## src/rtl/iolpm_pkg.sv

```systemverilog
// Package: constants for the I/O line peripheral multiplexer
package iolpm_pkg;
    localparam int LINES = 32;
    localparam int CTRL_COUNT = 2;
    localparam int CTRL_A = 0;
    localparam int CTRL_B = 1;
    // Mode per line: 2 bits
    localparam logic [1:0] MODE_IO = 2'h0;
    localparam logic [1:0] MODE_FUNC_A = 2'h1;
    localparam logic [1:0] MODE_FUNC_B = 2'h2;
    // Reset: every line of both controllers in I/O mode
    localparam logic [31:0] PERIPH_RESET_A = 32'h0000_0000;
    localparam logic [31:0] PERIPH_RESET_B = 32'h0000_0000;
    localparam logic [31:0] SELB_RESET = 32'h0000_0000;
    localparam logic [31:0] PULLUP_RESET = 32'hFFFF_FFFF;
    localparam logic [31:0] OUT_RESET = 32'h0000_0000;
    localparam logic [31:0] OE_RESET = 32'h0000_0000;
    // Lines named in the pin map
    localparam int LINE_SERIAL0_MISO = 0;
    localparam int LINE_DEBUG_RX = 14;
    // Function B presence masks of both controllers (controller B line 14 has none)
    localparam logic [31:0] FUNC_B_PRESENT_B = 32'hFFFF_BFFF;
    localparam logic [31:0] FUNC_B_PRESENT_A = 32'hFFFF_FFFF;
endpackage : iolpm_pkg

```

## src/rtl/iolpm_line_if.sv

```systemverilog
// Interface: per-controller line bundle between top and line slice
`timescale 1ns/1ps
interface iolpm_line_if #(parameter int N = 32);
    logic [N-1:0] periph_sel;
    logic [N-1:0] sel_b;
    logic [N-1:0] b_present;
    logic [N-1:0] gp_out;
    logic [N-1:0] gp_oe;
    logic [N-1:0] a_out;
    logic [N-1:0] a_oe;
    logic [N-1:0] b_out;
    logic [N-1:0] b_oe;
    logic [N-1:0] pin_in;
    logic [N-1:0] pin_out_next;
    logic [N-1:0] pin_oe_next;
    logic [N-1:0] a_in_next;
    logic [N-1:0] b_in_next;
    logic [N-1:0] gp_in_next;
    modport ctrl (output periph_sel, sel_b, b_present, gp_out, gp_oe, a_out, a_oe, b_out, b_oe,
                  pin_in, input pin_out_next, pin_oe_next, a_in_next, b_in_next, gp_in_next);
    modport slice (input periph_sel, sel_b, b_present, gp_out, gp_oe, a_out, a_oe, b_out, b_oe,
                   pin_in, output pin_out_next, pin_oe_next, a_in_next, b_in_next, gp_in_next);
endinterface : iolpm_line_if

```

## src/rtl/iolpm_mux.sv

```systemverilog
// Top: peripheral multiplexing for I/O controllers A and B
`timescale 1ns/1ps
module iolpm_mux #(
    parameter logic [31:0] PERIPH_RESET_A = iolpm_pkg::PERIPH_RESET_A,
    parameter logic [31:0] PERIPH_RESET_B = iolpm_pkg::PERIPH_RESET_B
) (
    input wire logic clk,
    input wire logic rst_b,
    // Configuration from the controller's own register side
    input wire logic [31:0] cfg_periph_set_a,
    input wire logic [31:0] cfg_periph_clr_a,
    input wire logic [31:0] cfg_sel_b_a,
    input wire logic [31:0] cfg_pullup_a,
    input wire logic [31:0] cfg_periph_set_b,
    input wire logic [31:0] cfg_periph_clr_b,
    input wire logic [31:0] cfg_sel_b_b,
    input wire logic [31:0] cfg_pullup_b,
    // Plain I/O drive
    input wire logic [31:0] gp_out_a,
    input wire logic [31:0] gp_oe_a,
    input wire logic [31:0] gp_out_b,
    input wire logic [31:0] gp_oe_b,
    // Peripheral sources
    input wire logic [31:0] func_a_out_a,
    input wire logic [31:0] func_a_oe_a,
    input wire logic [31:0] func_b_out_a,
    input wire logic [31:0] func_b_oe_a,
    input wire logic [31:0] func_a_out_b,
    input wire logic [31:0] func_a_oe_b,
    input wire logic [31:0] func_b_out_b,
    input wire logic [31:0] func_b_oe_b,
    // Pins
    input wire logic [31:0] pin_in_a,
    input wire logic [31:0] pin_in_b,
    output logic [31:0] pin_out_a,
    output logic [31:0] pin_oe_a,
    output logic [31:0] pin_pullup_a,
    output logic [31:0] pin_out_b,
    output logic [31:0] pin_oe_b,
    output logic [31:0] pin_pullup_b,
    // Inputs returned to peripherals and plain I/O
    output logic [31:0] func_a_in_a,
    output logic [31:0] func_b_in_a,
    output logic [31:0] gp_in_a,
    output logic [31:0] func_a_in_b,
    output logic [31:0] func_b_in_b,
    output logic [31:0] gp_in_b,
    // Named taps of the pin map
    output logic serial_port0_master_in,
    output logic card_slot_b_data0,
    output logic debug_serial_rx,
    // Status
    output logic [31:0] peripheral_select_status_a,
    output logic [31:0] peripheral_select_status_b
);
    // ------------------------------------------------------------
    // Per-line mode state
    // ------------------------------------------------------------
    logic [31:0] psel_a_reg;
    logic [31:0] psel_b_reg;
    logic [31:0] selb_a_reg;
    logic [31:0] selb_b_reg;
    logic [31:0] pu_a_reg;
    logic [31:0] pu_b_reg;
    wire [31:0] psel_a_next;
    wire [31:0] psel_b_next;

    // Set wins over clear when both name a line in one cycle
    function automatic logic [31:0] iolpm_setclr(input logic [31:0] cur,
        input logic [31:0] set, input logic [31:0] clr);
        iolpm_setclr = (cur & ~clr) | set;
    endfunction : iolpm_setclr

    assign psel_a_next = iolpm_setclr(psel_a_reg, cfg_periph_set_a, cfg_periph_clr_a);
    assign psel_b_next = iolpm_setclr(psel_b_reg, cfg_periph_set_b, cfg_periph_clr_b);

    // Controller A mode bits
    always_ff @(posedge clk or negedge rst_b) begin
        if (!rst_b) begin
            psel_a_reg <= PERIPH_RESET_A;
            selb_a_reg <= iolpm_pkg::SELB_RESET;
            pu_a_reg <= iolpm_pkg::PULLUP_RESET;
        end else begin
            psel_a_reg <= psel_a_next;
            selb_a_reg <= cfg_sel_b_a;
            pu_a_reg <= cfg_pullup_a;
        end
    end

    // Controller B mode bits
    always_ff @(posedge clk or negedge rst_b) begin
        if (!rst_b) begin
            psel_b_reg <= PERIPH_RESET_B;
            selb_b_reg <= iolpm_pkg::SELB_RESET;
            pu_b_reg <= iolpm_pkg::PULLUP_RESET;
        end else begin
            psel_b_reg <= psel_b_next;
            selb_b_reg <= cfg_sel_b_b;
            pu_b_reg <= cfg_pullup_b;
        end
    end

    // ------------------------------------------------------------
    // Line slices
    // ------------------------------------------------------------
    iolpm_line_if #(.N(iolpm_pkg::LINES)) lif_a ();
    iolpm_line_if #(.N(iolpm_pkg::LINES)) lif_b ();

    assign lif_a.periph_sel = psel_a_reg;
    assign lif_a.sel_b = selb_a_reg;
    assign lif_a.b_present = iolpm_pkg::FUNC_B_PRESENT_A;
    assign lif_a.gp_out = gp_out_a;
    assign lif_a.gp_oe = gp_oe_a;
    assign lif_a.a_out = func_a_out_a;
    assign lif_a.a_oe = func_a_oe_a;
    assign lif_a.b_out = func_b_out_a;
    assign lif_a.b_oe = func_b_oe_a;
    assign lif_a.pin_in = pin_in_a;

    assign lif_b.periph_sel = psel_b_reg;
    assign lif_b.sel_b = selb_b_reg;
    assign lif_b.b_present = iolpm_pkg::FUNC_B_PRESENT_B;
    assign lif_b.gp_out = gp_out_b;
    assign lif_b.gp_oe = gp_oe_b;
    assign lif_b.a_out = func_a_out_b;
    assign lif_b.a_oe = func_a_oe_b;
    assign lif_b.b_out = func_b_out_b;
    assign lif_b.b_oe = func_b_oe_b;
    assign lif_b.pin_in = pin_in_b;

    iolpm_line_slice u_slice_a (.lif(lif_a));
    iolpm_line_slice u_slice_b (.lif(lif_b));

    // ------------------------------------------------------------
    // Pin-map taps
    // ------------------------------------------------------------
    // Taps use the gated returns: a peripheral sees no pin activity while its line is plain I/O
    wire miso_tap_next;
    wire card_b0_tap_next;
    wire debug_rx_tap_next;

    assign miso_tap_next = lif_a.a_in_next[iolpm_pkg::LINE_SERIAL0_MISO];
    assign card_b0_tap_next = lif_a.b_in_next[iolpm_pkg::LINE_SERIAL0_MISO];
    assign debug_rx_tap_next = lif_b.a_in_next[iolpm_pkg::LINE_DEBUG_RX];

    // ------------------------------------------------------------
    // Registered outputs
    // ------------------------------------------------------------
    // Pad drive is registered so it never glitches while the mode bits settle
    always_ff @(posedge clk or negedge rst_b) begin
        if (!rst_b) begin
            pin_out_a <= iolpm_pkg::OUT_RESET;
            pin_oe_a <= iolpm_pkg::OE_RESET;
            pin_pullup_a <= iolpm_pkg::PULLUP_RESET;
        end else begin
            pin_out_a <= lif_a.pin_out_next;
            pin_oe_a <= lif_a.pin_oe_next;
            pin_pullup_a <= pu_a_reg;
        end
    end

    always_ff @(posedge clk or negedge rst_b) begin
        if (!rst_b) begin
            pin_out_b <= iolpm_pkg::OUT_RESET;
            pin_oe_b <= iolpm_pkg::OE_RESET;
            pin_pullup_b <= iolpm_pkg::PULLUP_RESET;
        end else begin
            pin_out_b <= lif_b.pin_out_next;
            pin_oe_b <= lif_b.pin_oe_next;
            pin_pullup_b <= pu_b_reg;
        end
    end

    // Returns to the peripherals and to plain I/O
    always_ff @(posedge clk or negedge rst_b) begin
        if (!rst_b) begin
            func_a_in_a <= iolpm_pkg::OUT_RESET;
            func_b_in_a <= iolpm_pkg::OUT_RESET;
            gp_in_a <= iolpm_pkg::OUT_RESET;
        end else begin
            func_a_in_a <= lif_a.a_in_next;
            func_b_in_a <= lif_a.b_in_next;
            gp_in_a <= lif_a.gp_in_next;
        end
    end

    always_ff @(posedge clk or negedge rst_b) begin
        if (!rst_b) begin
            func_a_in_b <= iolpm_pkg::OUT_RESET;
            func_b_in_b <= iolpm_pkg::OUT_RESET;
            gp_in_b <= iolpm_pkg::OUT_RESET;
        end else begin
            func_a_in_b <= lif_b.a_in_next;
            func_b_in_b <= lif_b.b_in_next;
            gp_in_b <= lif_b.gp_in_next;
        end
    end

    always_ff @(posedge clk or negedge rst_b) begin
        if (!rst_b) begin
            serial_port0_master_in <= 1'b0;
            card_slot_b_data0 <= 1'b0;
            debug_serial_rx <= 1'b0;
        end else begin
            serial_port0_master_in <= miso_tap_next;
            card_slot_b_data0 <= card_b0_tap_next;
            debug_serial_rx <= debug_rx_tap_next;
        end
    end

    // Status lags the mode register by one edge, in step with the pins
    always_ff @(posedge clk or negedge rst_b) begin
        if (!rst_b) begin
            peripheral_select_status_a <= PERIPH_RESET_A;
            peripheral_select_status_b <= PERIPH_RESET_B;
        end else begin
            peripheral_select_status_a <= psel_a_reg;
            peripheral_select_status_b <= psel_b_reg;
        end
    end
endmodule : iolpm_mux

```

## src/rtl/iolpm_line_slice.sv

```systemverilog
// Combinational mux of one controller's 32 lines
`timescale 1ns/1ps
module iolpm_line_slice (
    iolpm_line_if.slice lif
);
    wire [31:0] use_b;
    wire [31:0] use_a;

    assign use_b = lif.periph_sel & lif.sel_b & lif.b_present;
    assign use_a = lif.periph_sel & ~use_b;

    // An absent function B falls back to A so the pin is never left to an idle source
    assign lif.pin_out_next = (use_a & lif.a_out) | (use_b & lif.b_out)
                            | (~lif.periph_sel & lif.gp_out);
    assign lif.pin_oe_next = (use_a & lif.a_oe) | (use_b & lif.b_oe)
                           | (~lif.periph_sel & lif.gp_oe);
    assign lif.a_in_next = use_a & lif.pin_in;
    assign lif.b_in_next = use_b & lif.pin_in;
    assign lif.gp_in_next = lif.pin_in;
endmodule : iolpm_line_slice

```

## config.mk

```make
export PLATFORM = sky130hd
export DESIGN_NAME = iolpm_mux
export DESIGN_NICKNAME = d
export VERILOG_FILES = /design/src/rtl/iolpm_pkg.sv /design/src/rtl/iolpm_line_if.sv /design/src/rtl/iolpm_mux.sv /design/src/rtl/iolpm_line_slice.sv
export SDC_FILE = /design/constraint.sdc
export NUM_CORES = 1
export LEC_CHECK = 0
export ABC_AREA = 0
export ABC_CLOCK_PERIOD_IN_PS = 1000
export BUFFER_PORTS_ARGS = -buffer_cell sky130_fd_sc_hd__buf_2
export CAP_MARGIN = 5
export CORE_AREA = 10 10 446 448
export CTS_CLUSTER_DIAMETER = 200
export CTS_CLUSTER_SIZE = 40
export DETAILED_ROUTE_END_ITERATION = 10
export DIE_AREA = 0 0 456 458
export PLACE_DENSITY_LB_ADDON = 0.2
export SLEW_MARGIN = 30
export SYNTH_ARGS = -nofsm -noshare
export SYNTH_HDL_FRONTEND = slang
export SYNTH_SLANG_ARGS = --single-unit
```

## constraint.sdc

```tcl
create_clock -name clk -period 1 [get_ports clk]
set_input_delay 0.25 -clock clk [delete_from_list [all_inputs] [get_ports clk]]
set_output_delay 0.25 -clock clk [all_outputs]
set_load 0.1 [all_outputs]
```

== Word level (Yosys, flattened, before mapping) ==
Cells that the tools add are included.

* Register bits after elaboration: 643
* Word-level logic and storage cells: 61

* Bitwise logic cells: 38

{| class="wikitable"
|+ Operator list
! operator !! count
|-
| AND 32 bit || 22
|-
| bitwise OR 32 bit || 10
|-
| NOT 32 bit || 6
|}

== Depth between registers and ports, before layout ==
Gate-level depths: netlist of run 1.

* Depth after elaboration: 6
* Gate-level depth with buffers: 2
* Depth with buffers taken out: 2

== By module ==
From an unflattened synthesis of run 1, not the netlist that was laid out.

* Cell total of the unflattened synthesis: 1,605
* Area, all modules: 21,650.8 um^2

{| class="wikitable"
|+ Modules (own cells, without submodules)
! module !! times used !! cells each !! area each (um^2) !! seq. area each (um^2)
|-
| iolpm_mux || 1 || 773 || 16,926.2 || 16,175.5
|-
| iolpm_line_slice || 2 || 416 || 2,362.3 || 0.0
|}

== Worst setup path before layout of run 1 ==
No wires, ideal clock.

* Path type: reg2out
* Start: register func_a_in_a[0]
* End: output func_a_in_a[0]
* Cell stages (with the launch flop): 2
* Slack: -0.574 ns
* Arrival: 1.324 ns
* Path buffers: 1
* Path through: dfrtp_1 -> buf_4

{| class="wikitable"
|+ RTL lines
! element !! RTL line !! text
|-
| start: declaration || iolpm_mux.sv:42 || <nowiki>output logic [31:0] func_a_in_a,</nowiki>
|-
| start signal: assignment || iolpm_mux.sv:177 || <nowiki>func_a_in_a <= iolpm_pkg::OUT_RESET;</nowiki>
|-
| start signal: assignment || iolpm_mux.sv:181 || <nowiki>func_a_in_a <= lif_a.a_in_next;</nowiki>
|}

No word-level cell between the ends.

== Worst setup path in the final report of run 1 ==
* Start: register pin_pullup_a[19]
* End: output pin_pullup_a[19]

{| class="wikitable"
|+ RTL lines
! element !! RTL line !! text
|-
| start: declaration || iolpm_mux.sv:37 || <nowiki>output logic [31:0] pin_pullup_a,</nowiki>
|-
| start signal: assignment || iolpm_mux.sv:154 || <nowiki>pin_pullup_a <= iolpm_pkg::PULLUP_RESET;</nowiki>
|-
| start signal: assignment || iolpm_mux.sv:158 || <nowiki>pin_pullup_a <= pu_a_reg;</nowiki>
|}

No word-level cell between the ends.

==> results by group, run 1 <==
Placement
  • GP Congestion: 0.880
  • Detailed Place HPWL: 117 mm
  • IO Port Bufs: 1152
  • Placed Instances: 5120

Setup path
  • Critical path peak fanout: 1
  • Worst flop-to-flop path startpoint: lif_b.sel_b[4]$_DFF_PN0_
  • Startpoint Class: register
  • Cell count along the critical path: 1
  • Worst Setup SP: pin_pullup_a[19]$_DFF_PN1_
  • Worst Reg-to-Reg Cells: 3
  • Critical Path RT: 0.75 ns
  • CP max stage delay: 0.66 ns
  • Crit path kind: register to output pin
  • Critical Path Slowest Stage Cell: dfstp_4
  • FF-to-FF setup slack: -0.09 ns
  • Buffers and inverters on the worst path: 1
  • CP Cell Sequence: buf_12
  • CP Capture Type: output pin
  • Worst path arrival time: 1.52 ns
  • Worst setup path end: pin_pullup_a[19]
  • Critical R2R Capture: pin_oe_b[4]$_DFF_PN0_
  • Delay-heaviest family, CP: flip-flops

STA
  • Setup_tns: -259.89 ns
  • Slew Limit Fails: 0
  • Max Clk Rate: 564 MHz
  • Final Hold Vio Count: 0
  • Final Skew: 0.0498 ns
  • Setup violations, final: 454
  • RSZ-0062 raised after global routing: true
  • Hold slack: 0.0459 ns
  • Crit path time final: 1.77 ns
  • Fin worst setup slack: -0.774 ns
  • Period utilization: 177%

Global route
  • Met1 GRT Util: 14.2%
  • Largest net degree at the start of global routing: 51
  • First-pass GRT wire length: 182 mm
  • Number of global-route vias before repair: 20.9k
  • Gr busiest metal: met2
  • Grt ovf: 0
  • Met2 Use GR: 23.5%
  • Initial antenna violation count: 41
  • Global Route Usage Sum: 12.6%
  • Met3 Use GR: 3.78%

Routing
  • Vias per cell: 3.12
  • Drt wl/cell: 23.3 um
  • Antenna Nets Post-Route: 0
  • First-pass DRT Iterations: 5
  • Residual DRC: 0
  • Vias post-DR: 18.3k
  • Final WL: 137 mm
  • Initial drt markers: 945

Floorplan
  • Die width: 456 um
  • Starting Density: 10.6%
  • Die area: 209000 um^2
  • I/O Pins: 1157
  • Total core area: 190000 um^2
  • Num rows: 160
  • Die height: 458 um

Clock tree
  • Clock sink total: 638
  • Clock Path Buffers: 3
  • CTS Buf Count: 21
  • H-Tree Depth: 1
  • Skew-Pair Late Insertion Delay: 0.67 ns
  • Root buf cell: clkbuf_16
  • TritonCTS clock tree: built
  • Worst-path clk slew: 0.16 ns

Synthesis
  • Register area share after synthesis: 80.1%
  • Largest area contributor in the netlist: dfrtp_1
  • Mean post-synth cell area: 15.0 um^2
  • Synthesized flop and latch total: 638
  • Post-Syn Area: 20100 um^2
  • Mapped Cells: 1341
  • Synth top area cells: dfrtp_1, dfstp_2, mux2i_1
  • Syn Nets: 2047
  • Synth Warn #: 0
  • Synth unique cells: 14
  • Top cell type's share of synthesized area: 63.4%

Outcome
  • Failing checks: negative setup slack
  • Status: complete, but fails checks

Finish
  • Area grow syn2layout: 127%
  • Nets: 4046
  • Layout cell share with drive strength beyond 1: 56.8%
  • Fin cells: 5876

Hold path
  • Hold Crit Class: input port to register
  • Hold_sp: func_a_out_a[22]

Power
  • PwrDens: 1440 nW/um^2
  • Leakage: 20.3 nW
  • Total Power: 66.0 mW
  • VDD IR-drop max: 1.14 mV

Job
  • Max_cap viols: 0
==> cell type report <==
class / count / area (um^2)
fillers: 20000 / 144000
repair buffers: 1980 / 20800
flip-flops and latches: 638 / 16900
multi-input cells: 635 / 3990
well taps: 2511 / 3140
clock buffers: 34 / 574
inverters: 64 / 240
clock inverters: 4 / 88.8
diodes: 10 / 25.0
==> tightest hold or removal path: cells and delay by family <==
family	cells	cell delay, ns
mux	1	0.19
buf+inv	1	0.11
compound gates	1	0.13
==> synth_stat cells, drive strengths merged <==
cell and n:
nor2 189, buf 4, inv 64, dfstp 128
mux2 2, and2 1, conb 1, a21o 64
and3 63, dfrtp 510, mux2i 126, nand2 63
a21oi 126
==> per-stage QoR <==
| stage | cell area, um^2 | worst slack [ns] | util, % |
|---|---|---|---|
| after global placement | 37700 | -0.552 | 19.9 |
| after detailed placement | 37700 | -0.556 | 19.9 |
| final | 45800 | -0.774 | 24.1 |
| after floorplan | 20900 | -0.120 | - |
| after CTS | 45700 | -0.885 | 24.1 |
| after global routing | 45700 | -0.869 | 24.1 |
==> placed cells by master, fill, tap and decap left out, drive strengths merged, types with 34 or more instances in the layout <==
cell type and n:
dlygate4sd3 699, nand2 63, dfstp 128, mux2i 126
nor2 189, a21o 64, clkbuf 34, a21oi 126
inv 66, buf 1281, dfrtp 510, and3 63
==> report_power, final <==
group          switching [mW]  total [mW]  internal, mW
combinational            13.6        22.4          8.84
sequential               2.16        30.2          28.0
clock                    9.21        13.4          4.21
==> logic make-up (layout without fill, tap and decap cells) <==
kind of cell           Yosys count  in the layout  share of synthesized area [%]
flip-flops                     638            638                           80.1
other                            1             11                         0.0186
multiplexers                   128            128                           6.37
buffers and inverters           68           2082                           1.34
AO/OA/AOI/OAI                  190            190                           5.52
AND/OR/NAND/NOR                316            316                           6.69
==> how the worst min path moves through the flow <==
stage | to | cells after the start
6_report | pin_out_a[22]$_DFF_PN0_ | 3
5_1_grt | pin_out_a[22]$_DFF_PN0_ | 3
4_1_cts | pin_out_a[22]$_DFF_PN0_ | 3
3_5_place_dp | pin_pullup_b[20]$_DFF_PN1_ | 0
3_3_place_gp | pin_pullup_a[30]$_DFF_PN1_ | 0
2_1_floorplan | func_a_in_a[10]$_DFF_PN0_ | 0
==> layer usage <==
layer,share of wire (%),up-vias
met5,0.049,-
met4,1.9,10
met3,6.9,103
met2,53,644
met1,38,9158
li1,-,8412
==> repair_timing <==
| action | 4_1_cts | 5_1_grt |
|---|---|---|
| resized for setup | 65 | 34 |
| hold endpoints to repair | 1137 | 1 |
| buffers inserted | 16 | 5 |
| pin swaps | 14 | 14 |
| cloned | 0 | 0 |
| hold buffers | 698 | 1 |
| setup endpoints to repair | 496 | 501 |
Note: power is estimated with default switching activity, not from simulation.
==> inputs of run 2 (changes only) <==
- SETUP_SLACK_MARGIN: default -> 0.2
==> run 2 against run 1 <==
  * The run still ends with negative setup slack left
  * Count of clock-buffer cells in the layout grew 1
  * Largest cell class unchanged
  * Routed wire length is 1.1% higher
  * Sequential cell count is the same
==> results by group, run 2 (synthesis results as in run 1) <==
Finish
  • Commonest non-fill, non-tap cell in the layout: buf_2
  • Layout cell share with drive strength beyond 1: 64.1%
  • Nets: 4122
  • Commonest non-fill, non-tap cells in the layout: buf_2, dlygate4sd3_1, buf_12
  • Area grow syn2layout: 141%
  • Final core utilization: 25.6%

Power
  • Clock power share: 20.8%
  • VDD IR-drop max: 1.24 mV
  • Net switching power figure: 25.6 mW
  • Gate power share: 34.3%
  • Reg power frac: 45.0%
  • Internal Power: 42.6 mW
  • Sw Ratio: 37.5%
  • Leakage: 20.8 nW
  • PwrDens: 1400 nW/um^2

STA
  • Hold slack: 0.0883 ns
  • Final Hold Vio Count: 0
  • Max Clk Rate: 564 MHz
  • Period utilization: 177%
  • Setup violations, final: 473
  • Crit path time final: 1.77 ns
  • Slew Limit Fails: 0
  • Fin worst setup slack: -0.772 ns
  • RSZ-0062 raised after global routing: true
  • Final Skew: 0.0525 ns

Setup path
  • CP Capture Type: output pin
  • CP Cell Sequence: buf_12
  • FF-to-FF setup slack: -0.14 ns
  • Buffers and inverters on the worst path: 1
  • Crit path kind: register to output pin
  • Worst path arrival time: 1.52 ns
  • Critical R2R Capture: pin_out_b[25]$_DFF_PN0_
  • Critical path peak fanout: 1
  • Startpoint Class: register
  • Critical Path RT: 0.75 ns
  • Worst Reg-to-Reg Cells: 2
  • Worst flop-to-flop path startpoint: lif_b.sel_b[25]$_DFF_PN0_
  • Delay-heaviest family, CP: flip-flops
  • CP max stage delay: 0.66 ns
  • Critical Path Slowest Stage Cell: dfstp_4

Routing
  • Vias post-DR: 18.9k
  • Drt wl/cell: 23.3 um
  • Vias per cell: 3.17
  • Final WL: 139 mm
  • Antenna Nets Post-Route: 0
  • Residual DRC: 0
  • Initial drt markers: 892
  • First-pass DRT Iterations: 4

Clock tree
  • CTS Buf Count: 22
  • Skew-Pair Late Insertion Delay: 0.68 ns
  • Clock Path Buffers: 3
  • TritonCTS clock tree: built
  • Root buf cell: clkbuf_16
  • Clock sink total: 638
  • Worst-path clk slew: 0.16 ns
  • H-Tree Depth: 1

Global route
  • Grt ovf: 0
  • Global Route Usage Sum: 12.7%
  • Number of global-route vias before repair: 21.4k
  • Initial antenna violation count: 44
  • Largest net degree at the start of global routing: 71
  • First-pass GRT wire length: 186 mm

Job
  • Max_cap viols: 0

Hold path
  • Hold Crit Class: input port to register
  • Min-Delay Endpoint: pin_out_a[17]$_DFF_PN0_
  • Hold depth: 4
  • Hold_sp: func_b_out_a[17]

Outcome
  • Failing checks: negative setup slack
  • Status: complete, but fails checks

Floorplan
  • Total core area: 190000 um^2
  • Die area: 209000 um^2
  • Num rows: 160
  • Starting Density: 10.6%
  • I/O Pins: 1157
  • Die height: 458 um
  • Die width: 456 um

Placement
  • Detailed Place HPWL: 117 mm
  • GP Congestion: 0.899
  • IO Port Bufs: 1152
run 2: cell count changes in the layout (fill, tap and decap cells not counted), sizes merged:
cell | before | now
buf | 1281 | 1361
dlygate4sd3 | 699 | 694
clkinv | 2 | 5
inv | 66 | 64
clkbuf | 34 | 35
run 2: area by class of cell:
class | instances | area [um^2]
Inverter | 64 | 240
Sequential cell | 638 | 17900
Antenna cell | 10 | 25.0
Tap cell | 2511 | 3140
Timing Repair Buffer | 2055 | 21800
Clock inverter | 5 | 136
Multi-Input combinational cell | 635 | 4710
Fill cell | 19600 | 141000
Clock buffer | 35 | 621
run 2: tightest hold or removal path: stages:
cell and delay [ns]:
buf_2 0.14, mux2i_1 0.16, buf_4 0.15, a21oi_2 0.04
run 2: power groups by stage:
stage / combinational (mW) / clock [mW] / sequential, mW
floorplan: 1.16 / 0 / 39.2
global placement: 20.4 / 0 / 31.1
detailed placement: 20.3 / 0 / 31.2
CTS: 23.3 / 15.3 / 30.7
global route: 24.2 / 15.9 / 30.9
finish: 23.3 / 14.2 / 30.7
run 2: how the worst max path moves through the flow:
stage / endpoint / slack [ns] / depth (start not counted) / start
after floorplan: func_a_in_a[0] / -0.12 / 1 / func_a_in_a[0]$_DFF_PN0_
after global placement: pin_oe_b[25]$_DFF_PN0_ / -0.63 / 2 / lif_b.sel_b[25]$_DFF_PN0_
after detailed placement: pin_out_b[25]$_DFF_PN0_ / -0.62 / 2 / lif_b.sel_b[25]$_DFF_PN0_
after CTS: pin_pullup_b[5] / -0.86 / 1 / pin_pullup_b[5]$_DFF_PN1_
after global routing: pin_pullup_b[27] / -0.85 / 1 / pin_pullup_b[27]$_DFF_PN1_
final: pin_pullup_a[30] / -0.77 / 1 / pin_pullup_a[30]$_DFF_PN1_
run 2: repair_timing:
item	CTS	global route
pin swaps	136	47
resized for setup	260	186
setup endpoints to repair	715	772
hold buffers	694	0
hold endpoints to repair	1081	0
buffers inserted	35	21
gates cloned	0	0
run 2: stage by stage:
stage	worst slack, ns	total power [mW]	setup TNS [ns]	std cells	instance area [um^2]
2_1_floorplan	-0.120	40.3	-0.891	1341	21900
3_3_place_gp	-0.634	51.5	-4.73	5153	38900
3_5_place_dp	-0.616	51.5	-4.71	5153	38900
4_1_cts	-0.861	69.3	-328.05	5922	47800
5_1_grt	-0.853	71.0	-325.18	5948	48600
6_report	-0.772	68.2	-287.36	5953	48600
run 2: metal layers:
layer / global-route usage, % / vias to the layer above / wire, um
li1: - / 8556 / -
met1: 14.0 / 9466 / 51500
met2: 23.7 / 697 / 74000
met3: 3.83 / 140 / 9510
met4: 2.79 / 16 / 3540
met5: 0 / - / 108
==> inputs of run 3 (changes only) <==
- CORE_AREA: 10 10 446 448 -> 10 10 441 443
- CTS_BUF_LIST: default -> sky130_fd_sc_hd__clkbuf_8
- CTS_CLUSTER_DIAMETER: 200 -> 150
- DIE_AREA: 0 0 456 458 -> 0 0 451 453
==> run 3 against run 2 <==
  * The run still ends with negative setup slack left
  * Largest power group unchanged
  * Fmax fell by 9.0%
  * Global-route usage increased by 0.16 points
  * Final area up 2.6%
  * Critical path type unchanged
  * Clock power is 4% lower
  * Power is 0.22% lower
  * Count of clock-buffer cells in the layout decreased by 6
  * Die area fell by 2.2%
  * Clock skew is 0.059 ns higher
  * Combinational power hardly changed
  * Final cell count rose by 2.8%
==> results by group, run 3 (synthesis results as in run 1) <==
STA
  • Fin worst setup slack: -0.947 ns
  • Final Skew: 0.112 ns
  • Max Clk Rate: 514 MHz
  • Final Hold Vio Count: 0
  • Period utilization: 195%
  • Crit path time final: 1.95 ns
  • Slew Limit Fails: 0
  • Setup violations, final: 468
  • Hold slack: 0.0830 ns
  • RSZ-0062 raised after global routing: true

Clock tree
  • Worst-path clk slew: 0.25 ns
  • TritonCTS clock tree: built
  • Clock sink total: 638
  • CTS Hold Bufs: 881
  • Clock Path Buffers: 3
  • Skew-Pair Late Insertion Delay: 0.84 ns
  • H-Tree Depth: 1
  • Root buf cell: clkbuf_8
  • CTS Buf Count: 28

Global route
  • Gr busiest metal: met2
  • Grt ovf: 0
  • First-pass GRT wire length: 184 mm
  • Met2 Use GR: 23.3%
  • Largest net degree at the start of global routing: 42
  • Met1 GRT Util: 14.0%
  • Met3 Use GR: 4.06%
  • Initial antenna violation count: 45
  • Number of global-route vias before repair: 22.3k
  • Global Route Usage Sum: 12.8%

Power
  • Leakage: 21.5 nW
  • PwrDens: 1360 nW/um^2
  • Clock power share: 20.2%
  • VDD IR-drop max: 1.11 mV
  • Internal Power: 41.7 mW
  • Total Power: 68.0 mW
  • Gate power share: 34.8%
  • Reg power frac: 45.0%
  • Sw Ratio: 38.6%
  • Net switching power figure: 26.3 mW

Outcome
  • Failing checks: negative setup slack
  • Status: complete, but fails checks

Routing
  • Residual DRC: 0
  • Drt wl/cell: 22.6 um
  • Initial drt markers: 839
  • Antenna Nets Post-Route: 0
  • Vias post-DR: 19.6k
  • Final WL: 139 mm
  • First-pass DRT Iterations: 5
  • Vias per cell: 3.20

Finish
  • Commonest non-fill, non-tap cell in the layout: dlygate4sd3_1
  • Commonest non-fill, non-tap cells in the layout: dlygate4sd3_1, buf_2, buf_12
  • Layout cell share with drive strength beyond 1: 58.8%
  • Fill count: 19.2k
  • Nets: 4301
  • Area grow syn2layout: 147%

Placement
  • IO Port Bufs: 1152
  • Detailed Place HPWL: 115 mm
  • GP Congestion: 0.881

Setup path
  • Buffers and inverters on the worst path: 1
  • Critical Path Slowest Stage Cell: dfstp_4
  • Startpoint Class: register
  • Critical Path RT: 0.75 ns
  • FF-to-FF setup slack: -0.08 ns
  • Critical path peak fanout: 1
  • CP Capture Type: output pin
  • CP Cell Sequence: buf_12
  • Crit path kind: register to output pin
  • CP max stage delay: 0.69 ns
  • Worst path arrival time: 1.70 ns
  • Delay-heaviest family, CP: flip-flops

Floorplan
  • Num rows: 158
  • I/O Pins: 1157
  • Die height: 453 um
  • Starting Density: 10.9%
  • Die width: 451 um
  • Total core area: 185000 um^2
  • Die area: 204000 um^2

Job
  • Max_cap viols: 0

Hold path
  • Hold Crit Class: input port to async pin
## run 3: cell types whose count changed in the layout (fill, tap and decap cells not counted), sizes merged
cell          delta
clkbuf           -4
dlygate4sd3    +185
buf             -15
inv             +13
clkinv           +5
dlymetal6s4s     +1
diode           +10
## run 3: path summary, 6_finish.rpt
| check | startpoint | end | cells past startpoint |
|---|---|---|---|
| min reg2reg | pu_a_reg[30]$_DFF_PN1_ | pin_pullup_a[30]$_DFF_PN1_ | 0 |
| min | rst_b | pin_oe_a[20]$_DFF_PN0_ | 3 |
| max reg2reg | lif_b.sel_b[26]$_DFF_PN0_ | pin_out_b[26]$_DFF_PN0_ | 3 |
| max in group asynchronous | rst_b | pu_b_reg[17]$_DFF_PN1_ | 5 |
| max | pin_pullup_b[21]$_DFF_PN1_ | pin_pullup_b[21] | 1 |
| min in group clk | cfg_pullup_b[28] | pu_b_reg[28]$_DFF_PN1_ | 2 |
## run 3: what timing repair did
item / 4_1_cts / 5_1_grt
setup buffers: 28 / 14
endpoints found under the hold margin: 1148 / 2
gates cloned: 0 / 1
pin swaps: 147 / 24
resized for setup: 241 / 69
setup endpoints to repair: 712 / 1115
## run 3: tightest hold or removal path, delay by kind of cell
family                 cells  cell delay, ns
buffers and inverters      3            1.17
## run 3: per-stage QoR
step                utilization, %  setup TNS (ns)  cell area, um^2  instances  worst slack [ns]
global route                  26.9         -428.05            49800       6111             -1.10
CTS                           26.7         -495.50            49500       6082             -1.12
floorplan                        -          -0.891            21900       1341            -0.120
detailed placement            21.0           -3.30            38900       5121            -0.191
finish                        26.9         -362.38            49800       6117            -0.947
global placement              21.0           -3.18            38900       5121            -0.179
## run 3: power groups by stage
stage          clock network (mW)  logic, mW  registers (mW)
6_report                     13.7       23.6            30.6
4_1_cts                      15.0       23.7            30.7
3_3_place_gp                    0       20.4            31.1
2_1_floorplan                   0       1.16            39.2
5_1_grt                      15.7       24.5            30.9
3_5_place_dp                    0       20.3            31.1
## run 3: cell type report
cell class	instances	area, um^2	area share, %
tap	2480	3100	6.23
sequential	638	17900	35.9
multi-input combinational	635	4340	8.71
timing repair buffer	2228	23400	47.0
inverter	64	240	0.482
clock inverter	23	383	0.768
clock buffer	29	399	0.801
antenna	20	50.0	0.100
## run 3: layer usage
| layer | share of wire (%) | vias to the layer above |
|---|---|---|
| met5 | 0.065 | - |
| met4 | 3.9 | 16 |
| met3 | 7.4 | 179 |
| met2 | 52 | 768 |
| met1 | 36 | 9678 |
| li1 | - | 8922 |
